==> src/bkrcs_pkg.sv <==
package bkrcs_pkg;
  // ===========================================================================
  // Timing
  // ===========================================================================
  localparam int unsigned CLK_MHZ = 125;
  localparam int unsigned SW_FREQ_MHZ = 1;
  localparam int unsigned SW_PERIOD_CYC = CLK_MHZ / SW_FREQ_MHZ;
  localparam int unsigned FOLD_DIV = 3;
  localparam int unsigned SCP_DIV = 8;
  localparam int unsigned PG_DELAY_US = 1000;
  localparam int unsigned PG_DELAY_CYC = PG_DELAY_US * CLK_MHZ;
  localparam int unsigned WAKE_DELAY_US = 600;
  localparam int unsigned WAKE_DELAY_CYC = WAKE_DELAY_US * CLK_MHZ;
  localparam int unsigned SOFT_START_US = 1100;
  localparam int unsigned SOFT_START_CYC = SOFT_START_US * CLK_MHZ;
  localparam int unsigned ZC_ENTRY_COUNT = 8;
  localparam logic [3:0] ZC_ENTRY = 4'h8;
  localparam logic [3:0] ZC_RESET = 4'h0;

  // ===========================================================================
  // Types
  // ===========================================================================
  typedef enum logic [2:0] {
    BKRCS_OFF = 3'b000,
    BKRCS_WAKE = 3'b001,
    BKRCS_SOFT = 3'b011,
    BKRCS_RUN = 3'b010,
    BKRCS_HALT = 3'b110
  } bkrcs_state_t;

  // Analog comparator flags, asynchronous active high
  typedef struct packed {
    logic current_trip;
    logic overcurrent;
    logic short_circuit;
    logic zero_cross;
    logic above_skip_high;
    logic below_nominal;
    logic below_skip_low;
    logic skip_peak;
    logic in_window;
    logic undervoltage;
    logic over_temp;
  } bkrcs_flags_t;

  // Switch drive outputs
  typedef struct packed {
    logic high_side;
    logic low_side;
    logic discharge;
  } bkrcs_drive_t;
endpackage

==> src/bkrcs_sequencer.sv <==
// Operation
// - Mode low: forced fixed-frequency pulse-width, no skip after soft-start.
// - Mode high: pulse skipping allowed at light load.
// - Pulse-width cycles run at fixed one megahertz.
// - High side on at cycle start; trip swaps to low side until cycle end.
// - Eight consecutive zero-cross cycles enter skip mode.
// - Cycle without zero cross clears the counter.
// - Below eight, low side stays on through zero cross.
// - Skip pulse starts at clock edge; ends at +1.5% or peak limit.
// - After skip pulse low side on to zero cross, then both off, clock stopped; next pulse when output at nominal.
// - Output 1.5% below nominal leaves skip mode.
// - Overcurrent turns high side off until next cycle.
// - Feedback below 0.2V forces minimum oscillator frequency.
// - Power-good low until output regulated about one millisecond.
// - Reset input high forces power-good low; one millisecond after release.
// - Undervoltage lockout keeps regulator disabled, no switching.
// - Feedback below 0.2V at soft-start: clock at one third.
// - Soft-start always runs in skip mode.
// - Enable waits about 600 us before soft-start.
// - Enable low stops switching, turns on discharge.
// - Reset input falling restarts timer only if output in window.
// - Over-temperature shuts down; clearing resumes with fresh soft-start.
module bkrcs_sequencer (
  input wire logic mclk_in,
  input wire logic reset_n_in,
  input wire logic enable_in,
  input wire logic mode_in,
  input wire logic good_flag_reset_input_in,
  input wire bkrcs_pkg::bkrcs_flags_t flags_in,
  output bkrcs_pkg::bkrcs_drive_t drive_out,
  output logic power_good_output_out,
  output logic skip_active_out
);
  // ===========================================================================
  // Input synchronisers
  // ===========================================================================
  bkrcs_pkg::bkrcs_flags_t meta_ff;
  bkrcs_pkg::bkrcs_flags_t flg_ff;
  logic [2:0] pin_meta_ff;
  logic [2:0] pin_ff;
  logic en_s, mode_s, rsi_s;
  always_ff @(posedge mclk_in or negedge reset_n_in) begin
    if (!reset_n_in) begin
      meta_ff <= '0;
      flg_ff <= '0;
      pin_meta_ff <= 3'h0;
      pin_ff <= 3'h0;
    end else begin
      meta_ff <= flags_in;
      flg_ff <= meta_ff;
      pin_meta_ff <= {enable_in, mode_in, good_flag_reset_input_in};
      pin_ff <= pin_meta_ff;
    end
  end
  assign en_s = pin_ff[2];
  assign mode_s = pin_ff[1];
  assign rsi_s = pin_ff[0];

  // ===========================================================================
  // Sequencer
  // ===========================================================================
  bkrcs_pkg::bkrcs_state_t state_ff;
  logic [17:0] seq_cnt_ff;
  logic slow_start_ff;

  always_ff @(posedge mclk_in or negedge reset_n_in) begin
    if (!reset_n_in) begin
      state_ff <= bkrcs_pkg::BKRCS_OFF;
      seq_cnt_ff <= 18'h0;
      slow_start_ff <= 1'b0;
    end else if (!en_s || flg_ff.undervoltage) begin
      state_ff <= bkrcs_pkg::BKRCS_OFF;
      seq_cnt_ff <= 18'h0;
    end else if (flg_ff.over_temp) begin
      state_ff <= bkrcs_pkg::BKRCS_HALT;
      seq_cnt_ff <= 18'h0;
    end else begin
      case (state_ff)
        bkrcs_pkg::BKRCS_OFF: begin
          state_ff <= bkrcs_pkg::BKRCS_WAKE;
          seq_cnt_ff <= 18'h0;
        end
        bkrcs_pkg::BKRCS_WAKE: begin
          if (seq_cnt_ff == 18'(bkrcs_pkg::WAKE_DELAY_CYC - 1)) begin
            state_ff <= bkrcs_pkg::BKRCS_SOFT;
            seq_cnt_ff <= 18'h0;
            slow_start_ff <= flg_ff.short_circuit;
          end else begin
            seq_cnt_ff <= seq_cnt_ff + 18'h1;
          end
        end
        bkrcs_pkg::BKRCS_SOFT: begin
          if (seq_cnt_ff == 18'(bkrcs_pkg::SOFT_START_CYC - 1)) begin
            state_ff <= bkrcs_pkg::BKRCS_RUN;
            slow_start_ff <= 1'b0;
          end else begin
            seq_cnt_ff <= seq_cnt_ff + 18'h1;
          end
        end
        bkrcs_pkg::BKRCS_RUN: state_ff <= bkrcs_pkg::BKRCS_RUN;
        default: begin
          state_ff <= bkrcs_pkg::BKRCS_SOFT;
          slow_start_ff <= flg_ff.short_circuit;
        end
      endcase
    end
  end

  logic active;
  assign active = (state_ff == bkrcs_pkg::BKRCS_SOFT) || (state_ff == bkrcs_pkg::BKRCS_RUN);

  // ===========================================================================
  // Oscillator
  // ===========================================================================
  logic [9:0] osc_cnt_ff;
  logic [9:0] period;
  logic tick;
  always_comb begin
    if (flg_ff.short_circuit && state_ff == bkrcs_pkg::BKRCS_RUN)
      period = 10'(bkrcs_pkg::SW_PERIOD_CYC * bkrcs_pkg::SCP_DIV);
    else if (flg_ff.short_circuit || slow_start_ff)
      period = 10'(bkrcs_pkg::SW_PERIOD_CYC * bkrcs_pkg::FOLD_DIV);
    else
      period = 10'(bkrcs_pkg::SW_PERIOD_CYC);
  end
  assign tick = active && (osc_cnt_ff >= period - 10'h1);
  logic skip_ff;
  logic idle_ff;
  always_ff @(posedge mclk_in or negedge reset_n_in) begin
    if (!reset_n_in) begin
      osc_cnt_ff <= 10'h0;
    end else if (!active || (skip_ff && idle_ff && !flg_ff.below_nominal)) begin
      // clock stopped while idling in skip
      osc_cnt_ff <= 10'h0;
    end else if (tick) begin
      osc_cnt_ff <= 10'h0;
    end else begin
      osc_cnt_ff <= osc_cnt_ff + 10'h1;
    end
  end

  // ===========================================================================
  // Zero-cross counter and skip mode
  // ===========================================================================
  logic [3:0] zc_cnt_ff;
  logic zc_seen_ff;
  logic skip_allowed;
  assign skip_allowed = (state_ff == bkrcs_pkg::BKRCS_SOFT) || mode_s;
  always_ff @(posedge mclk_in or negedge reset_n_in) begin
    if (!reset_n_in) begin
      zc_seen_ff <= 1'b0;
    end else if (tick) begin
      zc_seen_ff <= 1'b0;
    end else if (flg_ff.zero_cross) begin
      zc_seen_ff <= 1'b1;
    end
  end
  always_ff @(posedge mclk_in or negedge reset_n_in) begin
    if (!reset_n_in) begin
      zc_cnt_ff <= bkrcs_pkg::ZC_RESET;
    end else if (!skip_allowed || skip_ff || !active) begin
      zc_cnt_ff <= bkrcs_pkg::ZC_RESET;
    end else if (tick) begin
      if (!zc_seen_ff && !flg_ff.zero_cross)
        zc_cnt_ff <= bkrcs_pkg::ZC_RESET;
      else if (zc_cnt_ff != bkrcs_pkg::ZC_ENTRY)
        zc_cnt_ff <= zc_cnt_ff + 4'h1;
    end
  end
  always_ff @(posedge mclk_in or negedge reset_n_in) begin
    if (!reset_n_in) begin
      skip_ff <= 1'b0;
    end else if (!active || !skip_allowed) begin
      skip_ff <= (state_ff == bkrcs_pkg::BKRCS_SOFT);
    end else if (state_ff == bkrcs_pkg::BKRCS_SOFT) begin
      skip_ff <= 1'b1;
    end else if (skip_ff && flg_ff.below_skip_low) begin
      skip_ff <= 1'b0;
    end else if (zc_cnt_ff == bkrcs_pkg::ZC_ENTRY) begin
      skip_ff <= 1'b1;
    end
  end

  // ===========================================================================
  // Switch drive
  // ===========================================================================
  logic hs_ff, ls_ff, dis_ff, oc_lock_ff;
  always_ff @(posedge mclk_in or negedge reset_n_in) begin
    if (!reset_n_in) begin
      oc_lock_ff <= 1'b0;
    end else if (flg_ff.overcurrent) begin
      oc_lock_ff <= 1'b1;
    end else if (tick) begin
      oc_lock_ff <= 1'b0;
    end
  end
  always_ff @(posedge mclk_in or negedge reset_n_in) begin
    if (!reset_n_in) begin
      hs_ff <= 1'b0;
      ls_ff <= 1'b0;
      idle_ff <= 1'b0;
    end else if (!active) begin
      hs_ff <= 1'b0;
      ls_ff <= 1'b0;
      idle_ff <= 1'b0;
    end else if (flg_ff.overcurrent) begin
      hs_ff <= 1'b0;
      ls_ff <= !skip_ff;
    end else if (skip_ff) begin
      if (tick && !hs_ff && flg_ff.below_nominal) begin
        hs_ff <= 1'b1;
        ls_ff <= 1'b0;
        idle_ff <= 1'b0;
      end else if (hs_ff && (flg_ff.above_skip_high || flg_ff.skip_peak)) begin
        hs_ff <= 1'b0;
        ls_ff <= 1'b1;
      end else if (ls_ff && flg_ff.zero_cross) begin
        ls_ff <= 1'b0;
        idle_ff <= 1'b1;
      end
    end else if (tick) begin
      hs_ff <= 1'b1;
      ls_ff <= 1'b0;
      idle_ff <= 1'b0;
    end else if (hs_ff && flg_ff.current_trip) begin
      hs_ff <= 1'b0;
      ls_ff <= 1'b1;
    end
  end
  always_ff @(posedge mclk_in or negedge reset_n_in) begin
    if (!reset_n_in) begin
      dis_ff <= 1'b1;
    end else begin
      dis_ff <= !en_s || flg_ff.undervoltage;
    end
  end

  // ===========================================================================
  // Power-good timer
  // ===========================================================================
  logic [16:0] pg_cnt_ff;
  logic pg_ff;
  always_ff @(posedge mclk_in or negedge reset_n_in) begin
    if (!reset_n_in) begin
      pg_cnt_ff <= 17'h0;
      pg_ff <= 1'b0;
    end else if (rsi_s || !flg_ff.in_window || state_ff != bkrcs_pkg::BKRCS_RUN) begin
      pg_cnt_ff <= 17'h0;
      pg_ff <= 1'b0;
    end else if (pg_cnt_ff == 17'(bkrcs_pkg::PG_DELAY_CYC - 1)) begin
      pg_ff <= 1'b1;
    end else begin
      pg_cnt_ff <= pg_cnt_ff + 17'h1;
    end
  end

  always_ff @(posedge mclk_in or negedge reset_n_in) begin
    if (!reset_n_in) begin
      drive_out <= '0;
      power_good_output_out <= 1'b0;
      skip_active_out <= 1'b0;
    end else begin
      drive_out <= '{high_side: hs_ff, low_side: ls_ff, discharge: dis_ff};
      power_good_output_out <= pg_ff && !rsi_s;
      skip_active_out <= skip_ff;
    end
  end
endmodule

==> config.mk <==
export PLATFORM = sky130hd
export DESIGN_NAME = bkrcs_sequencer
export DESIGN_NICKNAME = d
export VERILOG_FILES = /design/src/bkrcs_pkg.sv /design/src/bkrcs_sequencer.sv
export SDC_FILE = /design/constraint.sdc
export NUM_CORES = 1
export LEC_CHECK = 0
export BUFFER_PORTS_ARGS = -buffer_cell sky130_fd_sc_hd__buf_2
export CORE_MARGIN = 4
export CORE_UTILIZATION = 30
export CTS_BUF_LIST = sky130_fd_sc_hd__clkbuf_4
export DETAILED_ROUTE_END_ITERATION = 7
export GPL_TIMING_DRIVEN = 0
export PLACE_DENSITY_LB_ADDON = 0.08
export SYNTH_ARGS = -nofsm -noshare
export SYNTH_HDL_FRONTEND = slang
export SYNTH_SLANG_ARGS = --single-unit
==> constraint.sdc <==
create_clock -name mclk_in -period 2.9 [get_ports mclk_in]
set_clock_uncertainty 0.1 [all_clocks]
set_input_delay 0.58 -clock mclk_in [delete_from_list [all_inputs] [get_ports mclk_in]]
set_output_delay 0.58 -clock mclk_in [all_outputs]
set_load 0.01 [all_outputs]
==> impl_results.md <==
- Vias in the first global route: 3001
- Critical path's slowest cell: dfrtp_1
- Lkg Pwr: 1.989 nW
- CTS root buffer: clkbuf_4
- Initial Utilization: 0.3077
- Hold Crit Start: flags_in[8]
- Synth Warn #: 0
- FMAX: 371.6 MHz
- Core Region: ~0.014 sq mm
- Pin count of the biggest net entering global routing: 51
- # nets final: 463
- HP Class: in2reg
- Initial antenna violation count: 0
- Outcome: finished, final reports clean
- Min cycle time layout: 2.691 ns
- Area occupied by multi-input gates: 0.001913 sq mm
- Die ar.: 0.01633 sq mm
- Placer Congestion: 0.7523
- Setup TNS: 0 ns
- ANT nets after route: 0
- CP top delay family: compound AO/OA/AOI/OAI gates
- Synthesis-stage register bit count: 93
- Fillers: 1423
- CP Capture Type: flop
- TritonCTS Buffers: 9
- CTS tree: built
- # IOs: 21
- Initial DRC count: 190
- CTS clk-pin slew, worst paths: ~0.17 ns
- WP buf/inv: 2
- Max-slew violations: 0
- Power density cells: ~460 mW/mm^2
- Final setup vio count: 0
- Die W: 127.8 um
- Reg2Reg Launch Point: flg_ff[8]
- Cells after synthesis: 400
- Post-synthesis cell area: 0.004304 sq mm
- Slowest stage delay, CP: 0.44 ns
- Final hold vios: 0
- Unique masters post-synth: 67
- Maximum VDD drop: between 200 and 300 uV
- Register area: 0.002328 sq mm
- Count of flip-flops with a built-in enable after synthesis: 0
- Worst Tran Pin Value: 0.7505 ns
- Hpwl dp: 6.171 mm
- Critical path startpoint category: flop
- Crit-path cells: or2_2, inv_1, ha_1, a21o_1, a221oi_1, o211a_1, buf_6, mux2_1, nor3_1
- # DRC: 0
- Syn Area/Cell: 10.76 sq um
- WL/cell: 14.16 um
- Post-CTS Setup Repair Bufs: 0
- Crit Path Class: reg2reg
- Crit path DAT: 2.98 ns
- Period utilization: 0.9279
- Sequential cell area fraction in the yosys report: 0.5410
- I/O Buffers: 20
- Area grow syn2layout: 12.21%
- Via count: 3046
- Tot GR Track Use: 0.1183
- Max Buffers Root-to-Sink: 2
- Crit path max fanout: 10
- Ys flop type: dfrtp_1
- Critical Path Start: flg_ff[8]
- First-pass GRT wire length: 15.44 mm
- Asr flop ratio synth: 1.000
- Final wirelength: between 8 and 9 mm
- DR pass1 iterations: 4
- Share of cells above drive strength 1: 0.1321
- Relative slew slack: 0.4973
- Total gr overflow: 0
- CP required: 3.19 ns
- Fin util: 0.3453
- H-tree lvl count: 3
- # Max-Cap Violations: 0
- Worst-Skew Late Latency: 0.47 ns
- Die H: ~130 um
- Inserted Diodes: 0
- Sink Count: 93
- # rows: between 40 and 50
- Via density: about 5
- RSZ-0062 raised after global routing: false
layout make-up:
type	count	area share
sequential	93	0.4821
multi-input combinational	291	0.3961
tap	180	0.04663
timing repair buffer	22	0.02902
clock inverter	7	0.01710
clock buffer	9	0.01399
buffer	9	0.008808
inverter	8	0.006218
cell usage after synthesis (all sizes together), types with 5 or more instances:
master | number | area, sq um
a21oi | 13 | 65.06
a22o | 6 | 52.55
a31oi | 6 | 37.54
and4 | 7 | 61.31
clkbuf | 7 | 26.28
dfrtp | 92 | 2302
ha | 13 | 162.7
inv | 8 | 30.03
nand2 | 30 | 115.1
nand3 | 15 | 87.59
nor2 | 52 | 195.2
nor2b | 9 | 56.30
nor3 | 13 | 70.07
nor4 | 8 | 75.07
nor4b | 6 | 65.06
o21ai | 17 | 88.84
or3 | 5 | 32.53
xnor2 | 11 | 96.34
xor2 | 13 | 113.9
timing repair:
action / 4_1_cts / 5_1_grt
endpoints found under the hold margin: 42 / 0
resized for setup: 0 / 3
hold buffers: 1 / 0
endpoints found under the setup margin: 0 / 11
routing by layer:
metal | track usage | vias up | wire length (um)
li1 | - | 1512 | -
met1 | 0.1626 | 1480 | 4382
met2 | 0.1765 | 45 | 3912
met3 | 0.04125 | 9 | 367
met4 | 0.03433 | 0 | 102
met5 | 0 | - | 0
cell families after synthesis:
group	after synthesis	synth area share
fa+ha+maj	13	0.03779
compound gates	71	0.1140
flops	93	0.5410
mux	5	0.01192
other cells	1	0.0008713
simple gates	176	0.2302
buf+inv	17	0.01541
xor+xnor	24	0.04884
report_power, final:
part           leakage [nW]  total [W]  internal, W  switching, W
sequential             1.22    0.00134      0.00133     0.0000173
combinational         0.691  0.0000965    0.0000335     0.0000630
clock                0.0803   0.000767     0.000278      0.000489
per-stage QoR:
stage	hold WS, ns	cell area, sq um	power (W)	setup WS (ns)	std cells
floorplan	0.1844	4308	0.001405	0.4675	401
finish	0.09708	4830	0.002208	0.2091	619
CTS	0.04988	4823	0.002263	0.05545	619
global route	0.02331	4830	0.002336	0.01148	619
detailed placement	0.2347	4663	0.001469	0.1140	602
global placement	0.2340	4633	0.001462	0.1184	601
state kept, by name, summed over array words and instances (netlist names):
register,flops
state_ff,3
flg_ff,11
zc_seen_ff,1
pg_ff,1
meta_ff,11
osc_cnt_ff,10
dis_ff,1
pin_ff,3
drive_out,3
pin_meta_ff,3
power_good_output_out,1
ls_ff,1
zc_cnt_ff,4
slow_start_ff,1
skip_ff,1
pg_cnt_ff,17
hs_ff,1
seq_cnt_ff,18
skip_active_out,1
idle_ff,1
final timing paths:
check | to | slack, ns | depth (start not counted)
min reg2reg | pin_ff[0] | 0.26 | 0
min | meta_ff[8] | 0.1 | 1
max in group asynchronous | seq_cnt_ff[1] | 1.52 | 3
max reg2reg | idle_ff | 0.21 | 9
min in group asynchronous | zc_cnt_ff[2] | 0.53 | 2
max | idle_ff | 0.21 | 9
cells in the final DEF (no fill, tap or decap), drive strengths merged, types with 5 or more instances in the layout:
cell,count
a21oi,13
a22o,6
a31oi,6
and4,7
buf,23
clkbuf,16
dfrtp,92
ha,13
inv,11
nand2,30
nand3,15
nor2,52
nor2b,9
nor3,13
nor4,8
nor4b,6
o21ai,17
or3,5
xnor2,11
xor2,13
worst register-to-register path: stages, from the launching register on:
cell and delay (ns):
dfrtp_1 0.44, or2_2 0.32, inv_1 0.09, ha_1 0.24, a21o_1 0.18, a221oi_1 0.29, o211a_1 0.27, buf_6 0.17
mux2_1 0.33, nor3_1 0.17
Note: power is estimated with default switching activity, not from simulation.
